File: config.mk
export PLATFORM = sky130hd
export DESIGN_NAME = ssm_host_ctrl
export DESIGN_NICKNAME = d
export VERILOG_FILES = /design/src/pkg/ssm_pkg.sv /design/src/hdl/ssm_host_ctrl.sv
export VERILOG_INCLUDE_DIRS = /design/src /design/src/pkg
export SDC_FILE = /design/constraint.sdc
export NUM_CORES = 1
export LEC_CHECK = 0
export BUFFER_PORTS_ARGS = -buffer_cell sky130_fd_sc_hd__buf_2
export CORE_MARGIN = 2
export CORE_UTILIZATION = 57
export CTS_BUF_LIST = sky130_fd_sc_hd__clkbuf_4 sky130_fd_sc_hd__clkbuf_8 sky130_fd_sc_hd__clkbuf_16
export CTS_CLUSTER_DIAMETER = 100
export DETAILED_ROUTE_END_ITERATION = 10
export HOLD_SLACK_MARGIN = 0.02
export PLACE_DENSITY_LB_ADDON = 0.12
export SLEW_MARGIN = 30
export SYNTH_ARGS = -nofsm -noshare
export SYNTH_HDL_FRONTEND = slang
export SYNTH_SLANG_ARGS = --single-unit
export TNS_END_PERCENT = 30
File: constraint.sdc
create_clock -name clk -period 3.6 [get_ports clk]
set_clock_uncertainty 0.1 [all_clocks]
set_input_delay 0.36 -clock clk [delete_from_list [all_inputs] [get_ports clk]]
set_output_delay 0.36 -clock clk [all_outputs]
set_load 0.005 [all_outputs]
File: src/pkg/ssm_params.svh
/*
 * Constants of the overlay-mode flash controller: register map, fields,
 * command words, flash addresses and timing counts.
 * Assumes a 40 MHz system clock and a flash in word mode, 16-bit data.
 */
`ifndef SSM_PARAMS_SVH
`define SSM_PARAMS_SVH

// ----------------------------------------------------------------------
// Register map (word index on the Avalon address)
// ----------------------------------------------------------------------
`define SSM_REG_CTRL     3'h0
`define SSM_REG_ADDR     3'h1
`define SSM_REG_WDATA    3'h2
`define SSM_REG_STATUS   3'h3
`define SSM_REG_RDATA    3'h4
`define SSM_CTRL_BYTE    4
`define SSM_CTRL_ACCEL   5
`define SSM_ST_BUSY      0
`define SSM_ST_OVL       1
`define SSM_ST_LOCK      2
`define SSM_ST_LVLD      3
`define SSM_ST_EREF      4
`define SSM_ST_ERNG      5
`define SSM_ST_ETO       6
// ----------------------------------------------------------------------
// Command codes written to the control register
// ----------------------------------------------------------------------
`define SSM_CMD_ENTER    3'h1
`define SSM_CMD_EXIT     3'h2
`define SSM_CMD_PROG     3'h3
`define SSM_CMD_READ     3'h4
`define SSM_CMD_LOCK     3'h5
`define SSM_CMD_HWRST    3'h6
// ----------------------------------------------------------------------
// Flash command addresses and data
// ----------------------------------------------------------------------
`define SSM_UNL1_W       24'h000555
`define SSM_UNL2_W       24'h0002aa
`define SSM_UNL1_B       24'h000aaa
`define SSM_UNL2_B       24'h000555
`define SSM_LOCK_ADDR    24'h000003
`define SSM_LOCK_DQ      7
`define SSM_D_UNL1       16'h00aa
`define SSM_D_UNL2       16'h0055
`define SSM_D_ENTER      16'h0088
`define SSM_D_EXIT       16'h0090
`define SSM_D_EXIT2      16'h0000
`define SSM_D_PROG       16'h00a0
`define SSM_D_ASEL       16'h0090
`define SSM_D_RESET      16'h00f0
`define SSM_SECT_AW      16
`define SSM_OVL_WORDS    128
// ----------------------------------------------------------------------
// Timing
// ----------------------------------------------------------------------
`define SSM_CLK_NS       25
`define SSM_T_WP_NS      35
`define SSM_T_ACCESS_NS  90
`define SSM_T_RP_NS      500
`define SSM_T_RH_NS      50
`define SSM_SYNC_CYC     2
`define SSM_CYC(ns)      (((ns) + `SSM_CLK_NS - 1) / `SSM_CLK_NS)
`define SSM_WP_CYC       `SSM_CYC(`SSM_T_WP_NS)
`define SSM_ACCESS_CYC   (`SSM_CYC(`SSM_T_ACCESS_NS) + `SSM_SYNC_CYC)
`define SSM_RP_CYC       `SSM_CYC(`SSM_T_RP_NS)
`define SSM_RH_CYC       `SSM_CYC(`SSM_T_RH_NS)

`endif

File: src/pkg/ssm_pkg.sv
/*
 * Types of the overlay-mode flash controller.
 * Assumes ssm_params.svh is on the include path.
 */
package ssm_pkg;
    typedef enum logic [2:0] {K_WR, K_WD, K_RD, K_POLL, K_END} ssm_kind_t;
    typedef enum logic [1:0] {A_UNL1, A_UNL2, A_USER, A_LOCK} ssm_asel_t;
    typedef struct packed {
        ssm_kind_t   kind;
        ssm_asel_t   asel;
        logic [15:0] data;
    } ssm_step_t;
    typedef struct packed {
        logic [23:0] addr;
        logic [15:0] dq_out;
        logic        dq_oe_n;
        logic        ce_n;
        logic        oe_n;
        logic        we_n;
        logic        rst_n;
        logic        accel;
    } ssm_pins_t;
    typedef enum {S_IDLE, S_NEXT, S_WSET, S_WLOW, S_WHOLD, S_RLOW, S_RST, S_RREC} ssm_state_t;
endpackage : ssm_pkg

File: src/hdl/ssm_host_ctrl.sv
/*
 * Host controller for the overlay (one-time-lockable) mode of a parallel
 * flash: runs entry, exit, program, read, lock-bit query and hardware
 * reset sequences on command from an Avalon-MM slave port.
 * Assumes the flash data bus is resolved outside from dq_oe_n, and that
 * dq input is asynchronous to clk.
 */
`timescale 1ns/10ps
`include "ssm_params.svh"

// Behaviour
// RQ1 - Overlay holds 128 words; accesses beyond it in first sector are refused.
// RQ2 - Lock indicator is read on data bit 7 at autoselect location 03h.
// RQ3 - Power-up or hardware reset leaves overlay mode for the normal array.
// RQ4 - Outside the first sector, accesses reach the normal array in overlay mode.
// RQ5 - Overlay mode lasts until the exit sequence or power loss.
// RQ6 - Overlay is unreachable while an internal program runs; wait completion.
// RQ7 - Accelerated programming and unlock bypass are off in overlay mode.
// RQ8 - Serialized parts carry a random serial number in words 0 to 7.
// RQ9 - Factory-locked overlay is write protected, lock bit reads 1.
// RQ10 - Customer-lockable overlay ships unprotected, lock bit 0, programmable.
// RQ11 - Customer-locked overlay keeps lock bit 0 forever.
// RQ12 - Overlay is programmed and locked once; never unlocked afterwards.
// RQ13 - After lock and verify the host issues the exit sequence.
// RQ14 - Entry: AA to 555, 55 to 2AA, 88 to 555; byte mode AAA/555/AAA.
// RQ15 - Exit: AA to 555, 55 to 2AA, 90 to 555, 00 anywhere.
// RQ16 - Program: two unlocks, A0 to 555, data at target, then poll.
// RQ17 - Overlay reads and customer programming use first-sector addresses.
// RQ18 - Program to a protected area is ignored; device returns to read.
// RQ19 - Reset low for minimum pulse aborts operations, returns to array read.
// RQ20 - A mismatched command write abandons the sequence back to read.
module ssm_host_ctrl
    import ssm_pkg::*;
#(
    parameter int unsigned POLL_MAX = 65536
) (
    input  wire logic        clk,
    input  wire logic        reset_n,
    input  wire logic [2:0]  avs_address,
    input  wire logic        avs_read,
    input  wire logic        avs_write,
    input  wire logic [31:0] avs_writedata,
    output logic      [31:0] avs_readdata,
    output logic             avs_waitrequest,
    output ssm_pins_t        flash_pins,
    input  wire logic [15:0] flash_dq_in
);
    // ------------------------------------------------------------------
    // State
    // ------------------------------------------------------------------
    ssm_state_t  state_ff;
    ssm_pins_t   pins_ff;
    logic [31:0] rdata_ff;
    logic        wait_ff;
    logic [2:0]  cmd_ff;
    logic [2:0]  idx_ff;
    logic [4:0]  cnt_ff;
    logic [16:0] poll_ff;
    logic [23:0] addr_ff;
    logic [15:0] wdata_ff;
    logic [15:0] rd_ff;
    logic [15:0] dq_meta_ff;
    logic [15:0] dq_sync_ff;
    logic        byte_ff;
    logic        accel_ff;
    logic        ovl_ff;
    logic        lock_ff;
    logic        lvld_ff;
    logic [2:0]  err_ff;
    logic [2:0]  nxt_err;

    function automatic ssm_step_t step_of(input logic [2:0] c, input logic [2:0] i);
        step_of = '{K_END, A_USER, 16'h0000};
        if (c != `SSM_CMD_READ && i == 3'h0) begin
            step_of = '{K_WR, A_UNL1, `SSM_D_UNL1};
        end else if (c != `SSM_CMD_READ && i == 3'h1) begin
            step_of = '{K_WR, A_UNL2, `SSM_D_UNL2};
        end else begin
            case (c)
                `SSM_CMD_ENTER: if (i == 3'h2) step_of = '{K_WR, A_UNL1, `SSM_D_ENTER}; // RQ14
                `SSM_CMD_EXIT: begin
                    if (i == 3'h2) step_of = '{K_WR, A_UNL1, `SSM_D_EXIT}; // RQ15
                    if (i == 3'h3) step_of = '{K_WR, A_USER, `SSM_D_EXIT2}; // RQ15
                end
                `SSM_CMD_PROG: begin
                    if (i == 3'h2) step_of = '{K_WR, A_UNL1, `SSM_D_PROG}; // RQ16
                    if (i == 3'h3) step_of = '{K_WD, A_USER, 16'h0000}; // RQ16
                    if (i == 3'h4) step_of = '{K_POLL, A_USER, 16'h0000}; // RQ16
                end
                `SSM_CMD_READ: if (i == 3'h0) step_of = '{K_RD, A_USER, 16'h0000};
                `SSM_CMD_LOCK: begin
                    if (i == 3'h2) step_of = '{K_WR, A_UNL1, `SSM_D_ASEL}; // RQ2
                    if (i == 3'h3) step_of = '{K_RD, A_LOCK, 16'h0000}; // RQ2
                    if (i == 3'h4) step_of = '{K_WR, A_LOCK, `SSM_D_RESET};
                end
                default: step_of = '{K_END, A_USER, 16'h0000};
            endcase
        end
    endfunction : step_of

    // ------------------------------------------------------------------
    // Decode
    // ------------------------------------------------------------------
    wire        req      = avs_read | avs_write;
    wire        wr_en    = avs_write & ~wait_ff;
    wire        wr_ctrl  = wr_en && avs_address == `SSM_REG_CTRL;
    wire        wr_stat  = wr_en && avs_address == `SSM_REG_STATUS;
    wire [2:0]  new_cmd  = avs_writedata[2:0];
    wire        busy     = state_ff != S_IDLE;
    wire        in_first = addr_ff[23:`SSM_SECT_AW] == '0;
    wire        beyond   = addr_ff[`SSM_SECT_AW-1:0] >= `SSM_SECT_AW'(`SSM_OVL_WORDS);
    wire        rng_bad  = ovl_ff && in_first && beyond &&
                           (new_cmd == `SSM_CMD_READ || new_cmd == `SSM_CMD_PROG); // RQ1
    // Lock query would collide with the exit sequence's 90h write; re-entry is refused too
    wire        ref_bad  = busy || (ovl_ff && (new_cmd == `SSM_CMD_LOCK ||
                           new_cmd == `SSM_CMD_ENTER)) || new_cmd == 3'h0 || new_cmd == 3'h7;
    wire        start    = wr_ctrl && !ref_bad && !rng_bad;
    ssm_step_t  st;
    assign st = step_of(cmd_ff, idx_ff);
    wire [23:0] a_unl1   = byte_ff ? `SSM_UNL1_B : `SSM_UNL1_W; // RQ14
    wire [23:0] a_unl2   = byte_ff ? `SSM_UNL2_B : `SSM_UNL2_W; // RQ14
    wire [23:0] st_addr  = st.asel == A_UNL1 ? a_unl1 :
                           st.asel == A_UNL2 ? a_unl2 :
                           st.asel == A_LOCK ? `SSM_LOCK_ADDR : addr_ff; // RQ4 RQ17
    wire [15:0] st_data  = st.kind == K_WD ? wdata_ff : st.data;
    wire        poll_ok  = dq_sync_ff[7] == wdata_ff[7]; // RQ6
    wire        poll_end = poll_ff == 17'(POLL_MAX - 1);
    wire [31:0] status   = {25'h0, err_ff, lvld_ff, lock_ff, ovl_ff, busy};
    wire [31:0] ctrl_rd  = {26'h0, accel_ff, byte_ff, 1'b0, cmd_ff};
    wire [31:0] rd_mux   = avs_address == `SSM_REG_CTRL   ? ctrl_rd :
                           avs_address == `SSM_REG_ADDR   ? {8'h0, addr_ff} :
                           avs_address == `SSM_REG_WDATA  ? {16'h0, wdata_ff} :
                           avs_address == `SSM_REG_STATUS ? status :
                           avs_address == `SSM_REG_RDATA  ? {16'h0, rd_ff} : 32'h0;
    wire        rd_done  = state_ff == S_RLOW && cnt_ff == 5'h0;
    wire        to_set   = rd_done && st.kind == K_POLL && !poll_ok && poll_end;
    // Hardware sets win over a software clear in the same cycle
    always_comb begin
        nxt_err = err_ff & ~(wr_stat ? avs_writedata[`SSM_ST_ETO:`SSM_ST_EREF] : 3'h0);
        nxt_err = nxt_err | {to_set, wr_ctrl & rng_bad, wr_ctrl & ref_bad & ~rng_bad};
    end

    assign avs_readdata    = rdata_ff;
    assign avs_waitrequest = wait_ff;
    assign flash_pins      = pins_ff;

    // ------------------------------------------------------------------
    // Bus slave and registers
    // ------------------------------------------------------------------
    always_ff @(posedge clk or negedge reset_n) begin
        if (!reset_n) begin
            wait_ff  <= 1'b1;
            rdata_ff <= 32'h0;
            addr_ff  <= 24'h0;
            wdata_ff <= 16'h0;
            byte_ff  <= 1'b0;
            accel_ff <= 1'b0;
            err_ff   <= 3'h0;
        end else begin
            wait_ff <= !(req && wait_ff);
            err_ff  <= nxt_err;
            if (req && wait_ff) rdata_ff <= rd_mux;
            if (wr_en && avs_address == `SSM_REG_ADDR) addr_ff <= avs_writedata[23:0];
            if (wr_en && avs_address == `SSM_REG_WDATA) wdata_ff <= avs_writedata[15:0];
            if (wr_ctrl && !busy) begin
                byte_ff  <= avs_writedata[`SSM_CTRL_BYTE];
                accel_ff <= avs_writedata[`SSM_CTRL_ACCEL];
            end
        end
    end

    always_ff @(posedge clk or negedge reset_n) begin
        if (!reset_n) begin
            dq_meta_ff <= 16'h0;
            dq_sync_ff <= 16'h0;
        end else begin
            dq_meta_ff <= flash_dq_in;
            dq_sync_ff <= dq_meta_ff;
        end
    end

    // ------------------------------------------------------------------
    // Sequencer
    // ------------------------------------------------------------------
    always_ff @(posedge clk or negedge reset_n) begin
        if (!reset_n) begin
            state_ff <= S_RST;
            cmd_ff   <= 3'h0;
            idx_ff   <= 3'h0;
            cnt_ff   <= 5'(`SSM_RP_CYC);
            poll_ff  <= 17'h0;
            rd_ff    <= 16'h0;
            ovl_ff   <= 1'b0;
            lock_ff  <= 1'b0;
            lvld_ff  <= 1'b0;
            pins_ff  <= '{24'h0, 16'h0, 1'b1, 1'b1, 1'b1, 1'b1, 1'b0, 1'b0}; // RQ3 RQ19
        end else begin
            // Held off for the whole entry sequence: the flash switches before ovl_ff
            pins_ff.accel <= accel_ff & ~ovl_ff & ~(busy && cmd_ff == `SSM_CMD_ENTER); // RQ7
            case (state_ff)
                S_IDLE: if (start) begin
                    cmd_ff   <= new_cmd;
                    idx_ff   <= 3'h0;
                    poll_ff  <= 17'h0;
                    cnt_ff   <= 5'(`SSM_RP_CYC);
                    state_ff <= new_cmd == `SSM_CMD_HWRST ? S_RST : S_NEXT;
                end
                S_NEXT: begin
                    pins_ff.addr <= st_addr;
                    case (st.kind)
                        K_WR, K_WD: begin
                            pins_ff.dq_out  <= st_data;
                            pins_ff.dq_oe_n <= 1'b0;
                            pins_ff.ce_n    <= 1'b0;
                            state_ff        <= S_WSET;
                        end
                        K_RD, K_POLL: begin
                            pins_ff.ce_n <= 1'b0;
                            pins_ff.oe_n <= 1'b0;
                            cnt_ff       <= 5'(`SSM_ACCESS_CYC - 1);
                            state_ff     <= S_RLOW;
                        end
                        default: begin
                            if (cmd_ff == `SSM_CMD_ENTER) ovl_ff <= 1'b1; // RQ5 RQ14
                            if (cmd_ff == `SSM_CMD_EXIT) ovl_ff <= 1'b0; // RQ5 RQ13 RQ15
                            state_ff <= S_IDLE;
                        end
                    endcase
                end
                S_WSET: begin
                    pins_ff.we_n <= 1'b0;
                    cnt_ff       <= 5'(`SSM_WP_CYC - 1);
                    state_ff     <= S_WLOW;
                end
                S_WLOW: if (cnt_ff == 5'h0) begin
                    pins_ff.we_n <= 1'b1;
                    state_ff     <= S_WHOLD;
                end else begin
                    cnt_ff <= cnt_ff - 5'h1;
                end
                S_WHOLD: begin
                    pins_ff.dq_oe_n <= 1'b1;
                    pins_ff.ce_n    <= 1'b1;
                    idx_ff          <= idx_ff + 3'h1;
                    state_ff        <= S_NEXT;
                end
                S_RLOW: if (cnt_ff == 5'h0) begin
                    pins_ff.ce_n <= 1'b1;
                    pins_ff.oe_n <= 1'b1;
                    rd_ff        <= dq_sync_ff;
                    state_ff     <= S_NEXT;
                    if (cmd_ff == `SSM_CMD_LOCK) begin
                        lock_ff <= dq_sync_ff[`SSM_LOCK_DQ]; // RQ2 RQ9 RQ10 RQ11
                        lvld_ff <= 1'b1;
                    end
                    // Polling repeats the read until bit 7 matches or the count runs out
                    if (st.kind != K_POLL || poll_ok || poll_end) idx_ff <= idx_ff + 3'h1; // RQ6
                    else poll_ff <= poll_ff + 17'h1;
                end else begin
                    cnt_ff <= cnt_ff - 5'h1;
                end
                S_RST: begin
                    pins_ff.rst_n <= 1'b0; // RQ19
                    pins_ff.ce_n  <= 1'b1;
                    pins_ff.oe_n  <= 1'b1;
                    pins_ff.we_n  <= 1'b1;
                    pins_ff.dq_oe_n <= 1'b1;
                    ovl_ff        <= 1'b0; // RQ3
                    if (cnt_ff == 5'h0) begin
                        pins_ff.rst_n <= 1'b1;
                        cnt_ff        <= 5'(`SSM_RH_CYC);
                        state_ff      <= S_RREC;
                    end else begin
                        cnt_ff <= cnt_ff - 5'h1;
                    end
                end
                S_RREC: if (cnt_ff == 5'h0) state_ff <= S_IDLE;
                        else cnt_ff <= cnt_ff - 5'h1;
                default: state_ff <= S_IDLE;
            endcase
        end
    end
endmodule : ssm_host_ctrl

==> flow_summary_export.csv <==
group,metric,value,unit
status,outcome,"completed",
sta,hold_viol,0,
grt,antenna_found_initial,1,
sta,min_period,3.07,ns
pwr,p_sw,2.55,mW
sta,tightest_slew,0.863,ns
logic_synthesis,ys_warn_count,0,
die,core-area,15100,sq um
grt,grt_pass1_wl,34.7,mm
pwr,p_leak,4.87,nW
logic_synthesis,ys_ff_latch,198,
detailed_routing,antenna_left,0,
logic_synthesis,synth_edf_count,0,
logic_synthesis,synthCells,777,
logic_synthesis,synth_compound_gate_area_share,0.166,
grt,grt_pass1_vias,6638,
layout,nNetsFinal,958,
logic_synthesis,synth_flop_cell,"dfrtp_1",
clocking,cts_hold_buf,17,
grt,grt_util_met2,0.437,
die,num_rows,45,
clocking,cts_resized,0,
pwr,switching_share,0.350,
detailed_routing,routed_wirelength,21.4,mm
clocking,numCtsBuffers,17,
critical_path,critPathMaxFanout,34,
place,portBuffers,117,
logic_synthesis,async_flop_share,1.00,
critical_path,worst-endpoint-arrival,3.33,ns
grt,grt_util_met1,0.357,
logic_synthesis,synth.area.mux_share,0.0994,
pwr,seq_power_share,0.450,
sta,setup_viol,0,
pwr,p_clk_frac,0.262,
flow_run,drv_cap,0,
pwr,p_comb_frac,0.288,
grt,busiest_layer,"met2",
layout,n_antenna_cell,0,
pwr,peakVddDrop,0.392,mV
die,die_h,128,um
grt,grt_usage,0.271,
grt,grt_use_met3,0.0719,
sta,relSlewSlack,0.417,
die,num_io_pins,134,
logic_synthesis,netlist_area,8810,sq um
detailed_routing,wl_per_cell,19.5,um
detailed_routing,drc,0,
grt,grt_start_max_net_pins,107,
sta,rsz0062_at_grt,"no",
logic_synthesis,syn_area_per_cell,11.3,sq um
logic_synthesis,synth-simple-area-share,0.122,
grt,grt_overflow,0,
place,finalWeightedCongestion,0.912,
clocking,htreeDepth,4,
clocking,root_buffer,"clkbuf_16",
layout,fillers,1107,
place,hpwl,14.9,mm
clocking,postCtsSetupBuffers,0,
pwr,p_int,4.73,mW
clocking,clk_pin_slew,0.07,ns
critical_path,start_kind,"flop",
clocking,clock_path_buffers,2,
clocking,clk_latency,0.43,ns
logic_synthesis,synthAdderAreaFrac,0.0114,
sta,setup_tns,0,ns
clocking,cts_num_sinks,198,
logic_synthesis,synth_top_family_by_area,"compound AO/OA/AOI/OAI gates",
clocking,cts_tree,"done",
layout,area_delta_synth_final,16.8,%
sta,slew_viol_final,0,
sta,max_freq,0.326,GHz
layout,fin_util,0.679,
layout,post_route_cells_drive_above_1_share,0.279,
die,dieArea,16500,sq um
detailed_routing,drtIter0Drc,372,
critical_path,worstSetupPathType,"reg2reg",
critical_path,cp.required,3.86,ns
detailed_routing,vias_per_cell,6.14,
logic_synthesis,yosysSeqAreaShare,0.564,
die,fp.dieW,128,um
detailed_routing,dr.pass1.iters,5,
logic_synthesis,yosys.area_share.xor_xnor,0.000994,
logic_synthesis,synth_cell_types,64,
min_path,hold_path_class,"in2reg",
die,initial_utilization,0.582,
critical_path,crit_path_end_kind,"flop",
pwr,cellPowerDensity,708,nW/um^2
detailed_routing,vias,6729,
sta,min_period_over_period,0.853,
==> final timing paths <==
| kind | endpoint | slack (ns) | start | cells after the start |
|---|---|---|---|---|
| max | poll_ff[9]$_DFFE_PN0P_ | 0.53 | idx_ff[1]$_DFFE_PN0P_ | 8 |
| min | addr_ff[21]$_DFFE_PN0P_ | 0.05 | avs_writedata[21] | 2 |
| max reg2reg | poll_ff[9]$_DFFE_PN0P_ | 0.53 | idx_ff[1]$_DFFE_PN0P_ | 8 |
| min reg2reg | dq_sync_ff[10]$_DFF_PN0_ | 0.25 | dq_meta_ff[10]$_DFF_PN0_ | 0 |
| max in group asynchronous | avs_waitrequest$_DFF_PN1_ | 1.90 | reset_n | 3 |
| min in group asynchronous | poll_ff[3]$_DFFE_PN0P_ | 0.49 | reset_n | 2 |
==> flip-flops by register name (all words and copies together), names as in the netlist, 3 cells and up <==
signal        cells
err_ff            3
addr_ff          24
dq_sync_ff       16
idx_ff            3
flash_pins       46
cmd_ff            3
rd_ff            16
state_ff          3
dq_meta_ff       16
poll_ff          17
avs_readdata     24
cnt_ff            5
wdata_ff         16
==> routing by layer <==
metal,vias to the layer above,wire (um)
li1,3068,-
met1,3366,8840
met2,245,10600
met3,48,1320
met4,2,574
met5,-,13
==> Yosys cell counts, types with 3 or more instances <==
| master | n | area [sq um] |
|---|---|---|
| mux4_2 | 4 | 90.1 |
| dfrtp_1 | 189 | 4730 |
| mux2_2 | 68 | 766 |
| o21ai_1 | 3 | 15.0 |
| clkbuf_1 | 36 | 135 |
| buf_2 | 7 | 35.0 |
| and2_1 | 3 | 18.8 |
| nand3_1 | 10 | 50.1 |
| buf_4 | 9 | 67.6 |
| a221o_1 | 10 | 100 |
| or4_1 | 5 | 37.5 |
| a211oi_1 | 6 | 45.0 |
| ha_1 | 8 | 100 |
| inv_1 | 17 | 63.8 |
| nor2_1 | 40 | 150 |
| a22oi_1 | 20 | 150 |
| nand2b_1 | 6 | 37.5 |
| o41ai_1 | 4 | 35.0 |
| or3_1 | 13 | 81.3 |
| a21o_1 | 7 | 52.6 |
| nor3_1 | 20 | 100 |
| and3_1 | 5 | 31.3 |
| nand4_1 | 10 | 62.6 |
| nor2b_1 | 13 | 81.3 |
| dfstp_2 | 9 | 236 |
| o22ai_1 | 6 | 37.5 |
| nand3b_1 | 3 | 22.5 |
| o31ai_1 | 11 | 82.6 |
| nand2_1 | 63 | 236 |
| a22o_1 | 25 | 219 |
| o21ai_0 | 52 | 260 |
| nor4_1 | 4 | 25.0 |
| a21oi_1 | 44 | 220 |
==> worst max-delay path, stage by stage, from the launching register on <==
cell and delay (ns):
dfrtp_1 0.43, inv_1 0.10, ha_1 0.35, and2_0 0.36
o21ai_0 0.23, nor3_1 0.35, a31oi_4 0.34, or4b_1 0.59
a21oi_1 0.15
==> placed cells by master, fill, tap and decap left out, types with 3 or more instances in the layout <==
master | netlist | routed
mux2_2 | 68 | 68
nor4_1 | 4 | 4
or4_1 | 5 | 5
clkinv_8 | 0 | 3
and2_1 | 3 | 3
buf_4 | 9 | 13
and3_1 | 5 | 5
inv_6 | 0 | 4
nand2_1 | 63 | 63
a22oi_1 | 20 | 20
nor2_1 | 40 | 40
or3_1 | 13 | 13
clkbuf_16 | 0 | 17
mux4_2 | 4 | 4
o21ai_0 | 52 | 52
dfstp_2 | 9 | 9
o22ai_1 | 6 | 6
o31ai_1 | 11 | 11
dlygate4sd3_1 | 0 | 17
nor3_1 | 20 | 19
a22o_1 | 25 | 25
o41ai_1 | 4 | 4
nand4_1 | 10 | 10
nor2b_1 | 13 | 13
nand2b_1 | 6 | 6
a21oi_1 | 44 | 44
inv_1 | 17 | 17
nand3b_1 | 3 | 3
a221o_1 | 10 | 10
conb_1 | 1 | 8
dfrtp_1 | 189 | 189
a21o_1 | 7 | 7
ha_1 | 8 | 8
nand3_1 | 10 | 10
nor3_2 | 2 | 3
a211oi_1 | 6 | 6
buf_2 | 7 | 116
==> metrics by stage <==
stage / instances / setup slack [ns] / total power [mW] / hold WS, ns / instance area (sq um)
3_5_place_dp: 1047 / 0.560 / 5.36 / 0.236 / 9520
5_1_grt: 1096 / 0.297 / 7.68 / 0.0430 / 10300
3_3_place_gp: 1047 / 0.621 / 5.26 / 0.234 / 9520
2_1_floorplan: 784 / 0.997 / 4.57 / -0.0356 / 8840
4_1_cts: 1096 / 0.539 / 7.30 / 0.0389 / 10300
6_report: 1096 / 0.530 / 7.28 / 0.0548 / 10300
==> cell families (layout without fill, tap and decap cells) <==
| group | Yosys count | in the layout |
|---|---|---|
| and+or+nand+nor | 209 | 209 |
| adders and majority gates | 8 | 8 |
| other | 1 | 8 |
| muxes | 74 | 74 |
| buffers and inverters | 72 | 196 |
| DFF | 198 | 198 |
| AOI/OAI and AO/OA | 214 | 214 |
| xor gates and xnor gates | 1 | 1 |
==> cell type report <==
cell class | count | area (sq um) | share of cell area
clock buffer | 18 | 439 | 0.0427
sequential | 198 | 4970 | 0.483
clock inverter | 14 | 163 | 0.0158
inverter | 17 | 63.8 | 0.00620
tap | 188 | 235 | 0.0229
multi-input combinational | 514 | 3560 | 0.346
timing repair buffer | 147 | 862 | 0.0838
==> power groups by stage <==
| stage | logic [mW] | clock network, mW | registers (mW) |
|---|---|---|---|
| after global placement | 2.00 | 0 | 3.26 |
| after global routing | 2.31 | 2.02 | 3.34 |
| after detailed placement | 2.06 | 0 | 3.30 |
| final | 2.10 | 1.91 | 3.28 |
| after floorplan | 1.46 | 0 | 3.10 |
| after CTS | 2.10 | 1.94 | 3.27 |
(Power assumes the default switching activity.)
